==> config.mk <==
export PLATFORM = sky130hd
export DESIGN_NAME = tcio_top
export DESIGN_NICKNAME = d
export VERILOG_FILES = /design/src/rtl/tcio_pkg.sv /design/src/rtl/tcio_top.sv
export SDC_FILE = /design/constraint.sdc
export NUM_CORES = 1
export LEC_CHECK = 0
export BUFFER_PORTS_ARGS = -buffer_cell sky130_fd_sc_hd__buf_4
export CORE_MARGIN = 4
export CORE_UTILIZATION = 50
export DETAILED_ROUTE_END_ITERATION = 6
export HOLD_SLACK_MARGIN = 0.06
export PLACE_DENSITY = 0.75
export RECOVER_POWER = 100
export SLEW_MARGIN = 5
export SYNTH_ARGS = -nofsm -noshare
export SYNTH_HDL_FRONTEND = slang
export SYNTH_SLANG_ARGS = --single-unit
==> constraint.sdc <==
create_clock -name clk -period 4.6 [get_ports clk]
set_input_delay 1.38 -clock clk [delete_from_list [all_inputs] [get_ports clk]]
set_output_delay 1.38 -clock clk [all_outputs]
set_load 0.05 [all_outputs]
==> src/rtl/tcio_pkg.sv <==
/*
 * Shared constants and types for the channel 0 register C/D I/O control
 * block: register map, field positions, reset values and state layout.
 * Assumes a 32-bit Avalon-MM register bus with byte addresses.
 */
package tcio_pkg;

    // ------------------------------------------------------------------
    // Register map (byte addresses)
    // ------------------------------------------------------------------
    localparam logic [4:0] TCIO_OFS_IOCTL  = 5'h00; // ch0_io_control_low
    localparam logic [4:0] TCIO_OFS_MODE   = 5'h04; // ch0_mode_reg bits
    localparam logic [4:0] TCIO_OFS_CH1    = 5'h08; // ch1_control_reg bits
    localparam logic [4:0] TCIO_OFS_GREG_C = 5'h0c; // ch0_general_reg_c
    localparam logic [4:0] TCIO_OFS_GREG_D = 5'h10; // ch0_general_reg_d
    localparam logic [4:0] TCIO_OFS_STAT   = 5'h14; // pin state, read only

    // ------------------------------------------------------------------
    // Field positions
    // ------------------------------------------------------------------
    localparam int TCIO_FLD_D_LSB   = 4;  // regd_func_bit3..0
    localparam int TCIO_FLD_C_LSB   = 0;  // regc_func_bit3..0
    localparam int TCIO_BIT_BUF_A   = 0;  // buffer_a_mode_bit
    localparam int TCIO_BIT_BUF_B   = 1;  // buffer_b_mode_bit
    localparam int TCIO_CH_C        = 0;  // Index of register C
    localparam int TCIO_CH_D        = 1;  // Index of register D

    // ------------------------------------------------------------------
    // Widths and reset values
    // ------------------------------------------------------------------
    localparam int         TCIO_CW         = 16;
    localparam logic [7:0] TCIO_RST_IOCTL  = 8'h00;
    localparam logic [2:0] TCIO_RST_PSC    = 3'h0;
    localparam logic [2:0] TCIO_PSC_UNDIV  = 3'h0; // Undivided ch1 clock

    // ------------------------------------------------------------------
    // Types
    // ------------------------------------------------------------------
    // Result of evaluating one register's pin function for a cycle
    typedef struct packed {
        logic cap;
        logic lvl;
        logic oe_n;
    } tcio_ch_s;

    // Whole state of the block
    typedef struct packed {
        logic [7:0]         ioctl;
        logic               buf_a;
        logic               buf_b;
        logic [2:0]         psc;
        logic [TCIO_CW-1:0] greg_c;
        logic [TCIO_CW-1:0] greg_d;
        logic [1:0]         lvl;
        logic [1:0]         oe_n;
        logic [1:0]         prev;
        logic [1:0]         cap;
        logic               waitreq;
        logic [31:0]        rdata;
    } tcio_state_s;

endpackage : tcio_pkg

==> src/rtl/tcio_top.sv <==
/*
 * Pin function control for general registers C and D of timer channel 0:
 * output compare with initial level and match action, or input capture
 * on pin edges or channel 1 count events, with buffer-mode interlocks.
 * Assumes pins and counter events synchronous to clk; the channel 0
 * counter and channel 1 counter live outside this block.
 */
// How it works
// - Bits 7 to 4 of the I/O control register steer register D and its pin, bits 3 to 0 steer register C.
// - A field with top bit 0 is output compare, and low bits 00 keep the pin undriven.
// - In compare mode the field's bit 2 gives the initial pin level, 0 low and 1 high.
// - Low bits 01 drive the pin low at each compare match.
// - Low bits 10 drive the pin high at each compare match.
// - Low bits 11 invert the pin at each compare match.
// - Field 1000 captures the counter on a rising pin edge.
// - Field 1001 captures the counter on a falling pin edge.
// - Field 101x captures the counter on both pin edges.
// - Field 11xx captures the counter on each channel 1 count up or down.
// - Register D's channel 1 capture never fires while the ch1 prescaler is 000.
// - With buffer-B mode set, register D neither captures nor drives compare output.
// - With buffer-A mode set, register C neither captures nor drives compare output.
`timescale 1ns/1ns
module tcio_top #(
    parameter int CW = tcio_pkg::TCIO_CW
) (
    input  wire logic          clk,
    input  wire logic          rstn,
    input  wire logic          ce,
    input  wire logic [4:0]    avs_address,
    input  wire logic          avs_read,
    input  wire logic          avs_write,
    input  wire logic [31:0]   avs_writedata,
    input  wire logic [3:0]    avs_byteenable,
    output logic      [31:0]   avs_readdata,
    output logic               avs_waitrequest,
    input  wire logic [CW-1:0] ch0_count,
    input  wire logic          ch0_count_tick,
    input  wire logic          ch1_count_up,
    input  wire logic          ch1_count_down,
    input  wire logic          ch0_pin_c_in,
    output logic               ch0_pin_c_out,
    output logic               ch0_pin_c_oe_n,
    input  wire logic          ch0_pin_d_in,
    output logic               ch0_pin_d_out,
    output logic               ch0_pin_d_oe_n,
    output logic               capture_c,
    output logic               capture_d
);

    // ------------------------------------------------------------------
    // Elaboration check
    // ------------------------------------------------------------------
    if (CW != tcio_pkg::TCIO_CW)
    begin : g_bad_cw
        $error("CW must equal the package counter width");
    end

    // ------------------------------------------------------------------
    // State and per-register pin function
    // ------------------------------------------------------------------
    tcio_pkg::tcio_state_s st;
    tcio_pkg::tcio_state_s next_st;

    // One register's capture trigger and pin drive for this cycle
    function automatic tcio_pkg::tcio_ch_s ch_eval(
        input logic [3:0] fld,
        input logic       buf_md,
        input logic       pin,
        input logic       prev,
        input logic       match,
        input logic       ch1_evt,
        input logic       ch1_ok,
        input logic       lvl,
        input logic       wr_init
    );
        tcio_pkg::tcio_ch_s r;
        r.cap  = 1'b0;
        r.lvl  = lvl;
        r.oe_n = 1'b1;
        if (buf_md)
        begin
            r.oe_n = 1'b1;
        end
        else if (!fld[3])
        begin
            r.oe_n = (fld[1:0] == 2'h0);
            if (wr_init)
            begin
                r.lvl = fld[2];
            end
            else if (match)
            begin
                unique case (fld[1:0])
                    2'h1:    r.lvl = 1'b0;
                    2'h2:    r.lvl = 1'b1;
                    2'h3:    r.lvl = ~lvl;
                    default: r.lvl = lvl;
                endcase
            end
        end
        else if (fld[2])
        begin
            r.cap = ch1_evt & ch1_ok;
        end
        else if (fld[1])
        begin
            r.cap = pin ^ prev;
        end
        else if (fld[0])
        begin
            r.cap = prev & ~pin;
        end
        else
        begin
            r.cap = ~prev & pin;
        end
        return r;
    endfunction : ch_eval

    // ------------------------------------------------------------------
    // Bus decode
    // ------------------------------------------------------------------
    logic               req;
    logic               wr_take;
    logic               io_wr;
    logic [3:0]         fld_c;
    logic [3:0]         fld_d;
    logic [1:0]         pin_now;
    logic               ch1_evt;
    tcio_pkg::tcio_ch_s res_c;
    tcio_pkg::tcio_ch_s res_d;

    // Request is served when waitrequest is low at the edge
    assign req     = avs_read | avs_write;
    assign wr_take = avs_write & ~st.waitreq;
    assign io_wr   = wr_take & avs_byteenable[0]
                   & (avs_address == tcio_pkg::TCIO_OFS_IOCTL);
    assign pin_now = {ch0_pin_d_in, ch0_pin_c_in};
    assign ch1_evt = ch1_count_up | ch1_count_down;

    // Fields in force: a new setting takes effect with its write
    assign fld_d = io_wr ? avs_writedata[7:4]
                         : st.ioctl[tcio_pkg::TCIO_FLD_D_LSB +: 4];
    assign fld_c = io_wr ? avs_writedata[3:0]
                         : st.ioctl[tcio_pkg::TCIO_FLD_C_LSB +: 4];

    // Evaluate both registers
    always_comb
    begin
        res_c = ch_eval(fld_c, st.buf_a, pin_now[tcio_pkg::TCIO_CH_C],
                        st.prev[tcio_pkg::TCIO_CH_C],
                        ch0_count_tick && (ch0_count == st.greg_c),
                        ch1_evt, 1'b1, st.lvl[tcio_pkg::TCIO_CH_C], io_wr);
        res_d = ch_eval(fld_d, st.buf_b, pin_now[tcio_pkg::TCIO_CH_D],
                        st.prev[tcio_pkg::TCIO_CH_D],
                        ch0_count_tick && (ch0_count == st.greg_d),
                        ch1_evt, st.psc != tcio_pkg::TCIO_PSC_UNDIV,
                        st.lvl[tcio_pkg::TCIO_CH_D], io_wr);
    end

    // ------------------------------------------------------------------
    // Next state
    // ------------------------------------------------------------------
    always_comb
    begin
        next_st         = st;
        next_st.waitreq = 1'b1;
        next_st.prev    = pin_now;
        // Answer one cycle after a request appears
        if (req && st.waitreq)
        begin
            next_st.waitreq = 1'b0;
            unique case (avs_address)
                tcio_pkg::TCIO_OFS_IOCTL:   next_st.rdata = {24'h0, st.ioctl};
                tcio_pkg::TCIO_OFS_MODE:    next_st.rdata =
                    {30'h0, st.buf_b, st.buf_a};
                tcio_pkg::TCIO_OFS_CH1:     next_st.rdata = {29'h0, st.psc};
                tcio_pkg::TCIO_OFS_GREG_C:  next_st.rdata = {16'h0, st.greg_c};
                tcio_pkg::TCIO_OFS_GREG_D:  next_st.rdata = {16'h0, st.greg_d};
                tcio_pkg::TCIO_OFS_STAT:    next_st.rdata =
                    {26'h0, st.cap, st.oe_n, st.lvl};
                default:                    next_st.rdata = 32'h0;
            endcase
        end
        // Register writes on the accepting edge
        if (wr_take)
        begin
            unique case (avs_address)
                tcio_pkg::TCIO_OFS_IOCTL:
                begin
                    if (avs_byteenable[0]) next_st.ioctl = avs_writedata[7:0];
                end
                tcio_pkg::TCIO_OFS_MODE:
                begin
                    if (avs_byteenable[0])
                    begin
                        next_st.buf_a = avs_writedata[tcio_pkg::TCIO_BIT_BUF_A];
                        next_st.buf_b = avs_writedata[tcio_pkg::TCIO_BIT_BUF_B];
                    end
                end
                tcio_pkg::TCIO_OFS_CH1:
                begin
                    if (avs_byteenable[0]) next_st.psc = avs_writedata[2:0];
                end
                tcio_pkg::TCIO_OFS_GREG_C:
                begin
                    if (avs_byteenable[0]) next_st.greg_c[7:0]  =
                        avs_writedata[7:0];
                    if (avs_byteenable[1]) next_st.greg_c[15:8] =
                        avs_writedata[15:8];
                end
                tcio_pkg::TCIO_OFS_GREG_D:
                begin
                    if (avs_byteenable[0]) next_st.greg_d[7:0]  =
                        avs_writedata[7:0];
                    if (avs_byteenable[1]) next_st.greg_d[15:8] =
                        avs_writedata[15:8];
                end
                default: ;
            endcase
        end
        // Pin drive and capture; a capture beats a same-cycle bus write
        next_st.lvl  = {res_d.lvl, res_c.lvl};
        next_st.oe_n = {res_d.oe_n, res_c.oe_n};
        next_st.cap  = {res_d.cap, res_c.cap};
        if (res_c.cap)
        begin
            next_st.greg_c = ch0_count;
        end
        if (res_d.cap)
        begin
            next_st.greg_d = ch0_count;
        end
    end

    // State register, frozen while ce is low
    always_ff @(posedge clk or negedge rstn)
    begin
        if (!rstn)
        begin
            st         <= '0;
            st.ioctl   <= tcio_pkg::TCIO_RST_IOCTL;
            st.psc     <= tcio_pkg::TCIO_RST_PSC;
            st.oe_n    <= 2'h3;
            st.waitreq <= 1'b1;
        end
        else if (ce)
        begin
            st <= next_st;
        end
    end

    // ------------------------------------------------------------------
    // Outputs
    // ------------------------------------------------------------------
    assign avs_readdata    = st.rdata;
    assign avs_waitrequest = st.waitreq;
    assign ch0_pin_c_out   = st.lvl[tcio_pkg::TCIO_CH_C];
    assign ch0_pin_c_oe_n  = st.oe_n[tcio_pkg::TCIO_CH_C];
    assign ch0_pin_d_out   = st.lvl[tcio_pkg::TCIO_CH_D];
    assign ch0_pin_d_oe_n  = st.oe_n[tcio_pkg::TCIO_CH_D];
    assign capture_c       = st.cap[tcio_pkg::TCIO_CH_C];
    assign capture_d       = st.cap[tcio_pkg::TCIO_CH_D];

    logic cmp_c;
    logic live_c;
    logic match_c;
    logic rise_d;
    logic fall_d;
    assign cmp_c   = !fld_c[3] && !st.buf_a && !io_wr;
    assign live_c  = !st.buf_a && !io_wr;
    assign match_c = ch0_count_tick && (ch0_count == st.greg_c);
    assign rise_d  = !st.prev[tcio_pkg::TCIO_CH_D] && ch0_pin_d_in;
    assign fall_d  = st.prev[tcio_pkg::TCIO_CH_D] && !ch0_pin_d_in;
endmodule : tcio_top

==> impl_metrics.env, run 1 <==
export IMPL_fin_skew_ps=7.68
export IMPL_drt_vias_per_instance=6.06
export IMPL_setup_tns_ps=0
export IMPL_synth_top_cell_area_share=0.386
export IMPL_final_nets=594
export IMPL_synth_seq_area_share=0.404
export IMPL_max_slew_margin=-0.180
export IMPL_hp_class="register to register"
export IMPL_max_freq_mhz=247
export IMPL_layout_drive_gt1_share=0.178
export IMPL_peakVddDrop_mv=0.160
export IMPL_max_cap_viol_count=1
export IMPL_synth_xor_area_frac=0.0644
export IMPL_yosysWarnings=0
export IMPL_grt_pass1_vias=3732
export IMPL_rsz0062_at_grt="false"
export IMPL_max_stage_delay_ps=720
export IMPL_crit_slowest_cell="or4_1"
export IMPL_period_minus_slack_ps=4040
export IMPL_diodes=0
export IMPL_dieHeight_um=101
export IMPL_initial_core_util=0.521
export IMPL_global_route_overflow_total=0
export IMPL_vias=3836
export IMPL_criticalPathCategory="primary input to register"
export IMPL_postCtsResizedCells=0
export IMPL_synth_edf_count=0
export IMPL_hold_violations=0
export IMPL_p_total_mw=1.56
export IMPL_final_antenna_net_count=0
export IMPL_slew_violations=71
export IMPL_die_area_sq_um=10300
export IMPL_cts_tree="yes"
export IMPL_violations="capacitance limit, slew limit"
export IMPL_synthMuxAreaShare=0.0483
export IMPL_gr_usage_all_layers=0.243
export IMPL_synth_most_common_cell="dfrtp_1"
export IMPL_cts_num_sinks=70
export IMPL_numCtsBuffers=9
export IMPL_grt_pass1_wl_um=19300
export IMPL_avgSynthCellArea_sq_um=9.31
export IMPL_clock_latency_ps=350
export IMPL_num_rows=33
export IMPL_multi_input_area_sq_um=2150
export IMPL_worstPathMaxFanout=24
export IMPL_synthAdderAreaFrac=0.0115
export IMPL_finalSetupViolCount=0
export IMPL_post_cts_buffers=0
export IMPL_cts_hold_buf=0
export IMPL_cts_max_path_buffers=2
export IMPL_yosys_register_bits=70
export IMPL_critPathLaunch="avs_address[2]"
export IMPL_synth_compound_area_frac=0.218
export IMPL_yosys_most_used_dff="dfrtp_1"
export IMPL_hold_ws_ps=486
export IMPL_regArea_sq_um=1760
export IMPL_initialDrtViolationCount=481
export IMPL_crit_path_end_kind="register"
export IMPL_tightest_slew_ps=1770
export IMPL_synth_top_area_cell="dfrtp_1"
export IMPL_synth_cells=467
export IMPL_period_share=0.879
export IMPL_start_kind="primary input"
export IMPL_antenna_found_initial=0
export IMPL_n_fill_cell=750
export IMPL_drt_total_wl_um=12100
export IMPL_firstDrtPassIters=6
export IMPL_dp_hpwl_um=8750
export IMPL_synth_top_family_by_area="compound AO/OA/AOI/OAI gates"
export IMPL_reg2reg_from="st[36]$_DFFE_PN0P_"
export IMPL_synth_cell_types=60
export IMPL_hp_start="avs_readdata[13]$_DFFE_PN0P_"
export IMPL_p_leak_nw=2.23
export IMPL_synthSimpleGateAreaFrac=0.139
export IMPL_path_clk_slew_ps=80
export IMPL_cts_root_buf="clkbuf_8"
export IMPL_status="complete, but fails checks"
export IMPL_grt_max_degree=71
export IMPL_final_util=0.591
export IMPL_htreeDepth=3
export IMPL_path_cells="clkbuf_1 > or4_1 > nor3_4 > mux2_1 > o211ai_1 > a211o_1 > buf_4 > a2bb2oi_1 > nand3_1"
export IMPL_core_sq_um=8340
export IMPL_port_buffers=71
export IMPL_yosys_top_cells_area="dfrtp_1 39%, buf_4 5.7%, xnor2_1 5.0%"
export IMPL_worstPathArrival_ps=4280
export IMPL_area_growth_syn_to_layout_pct=13.3
export IMPL_io_pins=106
export IMPL_ff2ff_setup_slack_ps=1880
export IMPL_syn_area_sq_um=4350
export IMPL_cp_required_ps=4830
export IMPL_async_flop_share=1.00
export IMPL_wl_per_cell_um=19.1
export IMPL_synthTopCellsByCount="67 x dfrtp_1, 54 x nand2_1, 39 x inv_1"
export IMPL_place_congestion=0.924
export IMPL_powerDensity_nw_per_um2=316
export IMPL_die_w_um=101
export IMPL_route_detailed_drc=0
-- sequential cells by signal, indices dropped and copies added (netlist names) --
signal,flops
capture_d,1
ch0_pin_c_out,1
ch0_pin_d_oe_n,1
st,47
capture_c,1
avs_readdata,16
ch0_pin_c_oe_n,1
avs_waitrequest,1
ch0_pin_d_out,1
-- stage by stage --
step / std cells / setup WS, ps / area (sq um)
finish: 633 / 557 / 4930
detailed placement: 617 / 692 / 4820
global placement: 617 / 762 / 4820
global route: 633 / 471 / 4930
floorplan: 482 / 881 / 4410
CTS: 633 / 1060 / 5050
-- cell type report --
cell class              count  share of cell area
clock inverters             7              0.0198
inverters                  39              0.0297
clock buffers               9              0.0251
flip-flops and latches     70               0.356
repair buffers             84               0.107
well taps                 105              0.0267
multi-input cells         319               0.436
-- layer usage --
metal / share of wire / wire length [um] / global-route usage
met4: 0.022 / 263 / 0.0838
met1: 0.43 / 5160 / 0.336
met5: 0 / 0 / 0
met3: 0.099 / 1200 / 0.0455
met2: 0.45 / 5460 / 0.383
-- cell usage in the layout (no fill, tap or decap), types with 7 or more instances in the layout --
master / n
o211ai_1: 11
buf_4: 56
clkbuf_8: 9
mux2_2: 12
conb_1: 16
a222oi_1: 19
clkbuf_1: 27
o21ai_0: 32
xor2_1: 7
a22oi_1: 13
nand4_1: 10
inv_1: 39
a2bb2oi_1: 11
nand3_1: 17
dfrtp_1: 67
nor2_1: 12
and3_1: 8
nand2_1: 54
xnor2_1: 25
o22ai_1: 9
-- worst paths after layout --
check	end	depth (start not counted)
max	st[69]$_DFFE_PN0P_	9
min	avs_readdata[13]$_DFFE_PN0P_	2
max reg2reg	st[45]$_DFFE_PN0P_	10
min reg2reg	avs_readdata[13]$_DFFE_PN0P_	2
max in group asynchronous	avs_readdata[5]$_DFFE_PN0P_	1
min in group asynchronous	st[45]$_DFFE_PN0P_	1
-- power breakdown --
part | total [mW] | internal (mW) | leakage [nW] | switching (mW)
Sequential | 0.709 | 0.662 | 0.830 | 0.0470
Combinational | 0.294 | 0.112 | 1.29 | 0.182
Clock | 0.557 | 0.307 | 0.106 | 0.250
-- cells by family (layout without fill, tap and decap cells) --
group                      count (synthesis)  in the layout
AOI/OAI and AO/OA                        126            126
and+or+nand+nor                          122            122
buffers and inverters                     93            139
DFF                                       70             70
xor gates and xnor gates                  32             32
muxes                                     19             19
adders and majority gates                  4              4
other                                      1             16
-- critical path: cells and delay by family --
kind,cells,cell delay (ps)
compound gates,3,790
buf+inv,2,610
mux,1,380
simple gates,3,1110
(Power assumes the default switching activity.)
==> inputs of run 2 (changes only) <==
==> constraint.sdc (replaced) <==
create_clock -name clk -period 3.9 [get_ports clk]
set_input_delay 1.17 -clock clk [delete_from_list [all_inputs] [get_ports clk]]
set_output_delay 1.17 -clock clk [all_outputs]
set_load 0.05 [all_outputs]
==> impl_metrics.env, run 2 (synthesized netlist as in run 1, its figures left out) <==
export IMPL_vias=3899
export IMPL_final_antenna_net_count=0
export IMPL_dieHeight_um=101
export IMPL_reg2reg_depth=9
export IMPL_initial_core_util=0.521
export IMPL_cts_tree="yes"
export IMPL_cts_hold_buf=0
export IMPL_diodes=0
export IMPL_antenna_found_initial=0
export IMPL_status="complete, but fails checks"
export IMPL_wl_per_cell_um=19.4
export IMPL_cts_max_path_buffers=2
export IMPL_p_leak_nw=2.23
export IMPL_worstPathArrival_ps=3760
export IMPL_hp_class="register to register"
export IMPL_core_sq_um=8340
export IMPL_hold_violations=0
export IMPL_fin_ws_ps=327
export IMPL_max_cap_viol_count=1
export IMPL_cts_root_buf="clkbuf_8"
export IMPL_port_buffers=71
export IMPL_clock_latency_ps=350
export IMPL_firstDrtPassIters=7
export IMPL_violations="DRC, capacitance limit, slew limit"
export IMPL_num_rows=33
export IMPL_io_pins=106
export IMPL_final_cell_mix="67 x dfrtp_1, 59 x buf_4, 54 x nand2_1"
export IMPL_global_route_overflow_total=0
export IMPL_layout_drive_gt1_share=0.181
export IMPL_post_cts_buffers=0
export IMPL_htreeDepth=3
export IMPL_tightest_slew_ps=1770
export IMPL_whs_path_depth=2
export IMPL_die_area_sq_um=10300
export IMPL_largest_reg_flops=47
export IMPL_start_kind="primary input"
export IMPL_postCtsResizedCells=0
export IMPL_period_share=0.916
export IMPL_powerDensity_nw_per_um2=364
export IMPL_period_minus_slack_ps=3570
export IMPL_place_ws_ps=171
export IMPL_layout_commonest_cell="dfrtp_1"
export IMPL_numCtsBuffers=9
export IMPL_drt_total_wl_um=12300
export IMPL_crit_path_end_kind="register"
export IMPL_initialDrtViolationCount=495
export IMPL_criticalPathCategory="primary input to register"
export IMPL_drt_vias_per_instance=6.13
export IMPL_dp_hpwl_um=8950
export IMPL_rsz0062_at_grt="false"
export IMPL_top_register="st"
export IMPL_max_freq_mhz=280
export IMPL_finalSetupViolCount=0
export IMPL_die_w_um=101
export IMPL_cp_required_ps=4090
export IMPL_setup_tns_ps=0
export IMPL_area_growth_syn_to_layout_pct=13.4
export IMPL_gr_usage_all_layers=0.249
export IMPL_fin_cells=636
export IMPL_p_total_mw=1.79
export IMPL_final_nets=597
export IMPL_n_fill_cell=748
export IMPL_cts_num_sinks=70
export IMPL_path_clk_slew_ps=80
export IMPL_peakVddDrop_mv=0.183
export IMPL_grt_max_degree=71
export IMPL_slew_violations=71
export IMPL_fin_skew_ps=9.72
export IMPL_grt_pass1_vias=3790
export IMPL_worstPathMaxFanout=11
export IMPL_place_congestion=0.986
export IMPL_grt_pass1_wl_um=19600
export IMPL_max_slew_margin=-0.177
export IMPL_place_inst=620
export IMPL_route_detailed_drc=16
export IMPL_hold_ws_ps=484
-- run 2: worst max-delay path, stage by stage --
cell      delay (ps)
clkbuf_1         240
or4_1            610
nor3_4           280
mux2_1           370
o211ai_1         320
a211o_1          200
and3_1           410
a222oi_1         160
-- run 2: through the flow --
stage / utilization / area (sq um)
2_1_floorplan: - / 4410
3_3_place_gp: 0.581 / 4850
3_5_place_dp: 0.581 / 4850
4_1_cts: 0.605 / 5050
5_1_grt: 0.591 / 4930
6_report: 0.591 / 4930
-- run 2: where the power goes --
part	internal [mW]	total, mW	switching (mW)
sequential	0.781	0.835	0.0548
clock	0.313	0.610	0.296
combinational	0.134	0.348	0.215
total	1.23	1.79	0.566
-- run 2: worst paths after layout --
kind	from	endpoint	slack [ps]
max in group asynchronous	rstn	avs_readdata[11]$_DFFE_PN0P_	1570
min in group asynchronous	rstn	st[36]$_DFFE_PN0P_	1280
max reg2reg	st[36]$_DFFE_PN0P_	st[47]$_DFFE_PN0P_	1020
max	avs_address[4]	st[64]$_DFFE_PN0P_	330
min	avs_readdata[8]$_DFFE_PN0P_	avs_readdata[8]$_DFFE_PN0P_	480
min reg2reg	avs_readdata[8]$_DFFE_PN0P_	avs_readdata[8]$_DFFE_PN0P_	480
-- run 2: per-layer routing --
layer	vias up	wire length [um]	GRT usage
met2	204	5770	0.370
met3	23	1060	0.0386
met1	1900	5220	0.362
met5	-	0	0
li1	1772	-	-
met4	0	277	0.103
-- run 2: cell type report --
cell class	instances	area, sq um	area share
tap	105	131	0.0266
multi-input combinational	319	2150	0.436
timing repair buffer	87	549	0.111
inverter	39	146	0.0297
clock buffer	11	141	0.0287
sequential	70	1760	0.356
clock inverter	5	58.8	0.0119
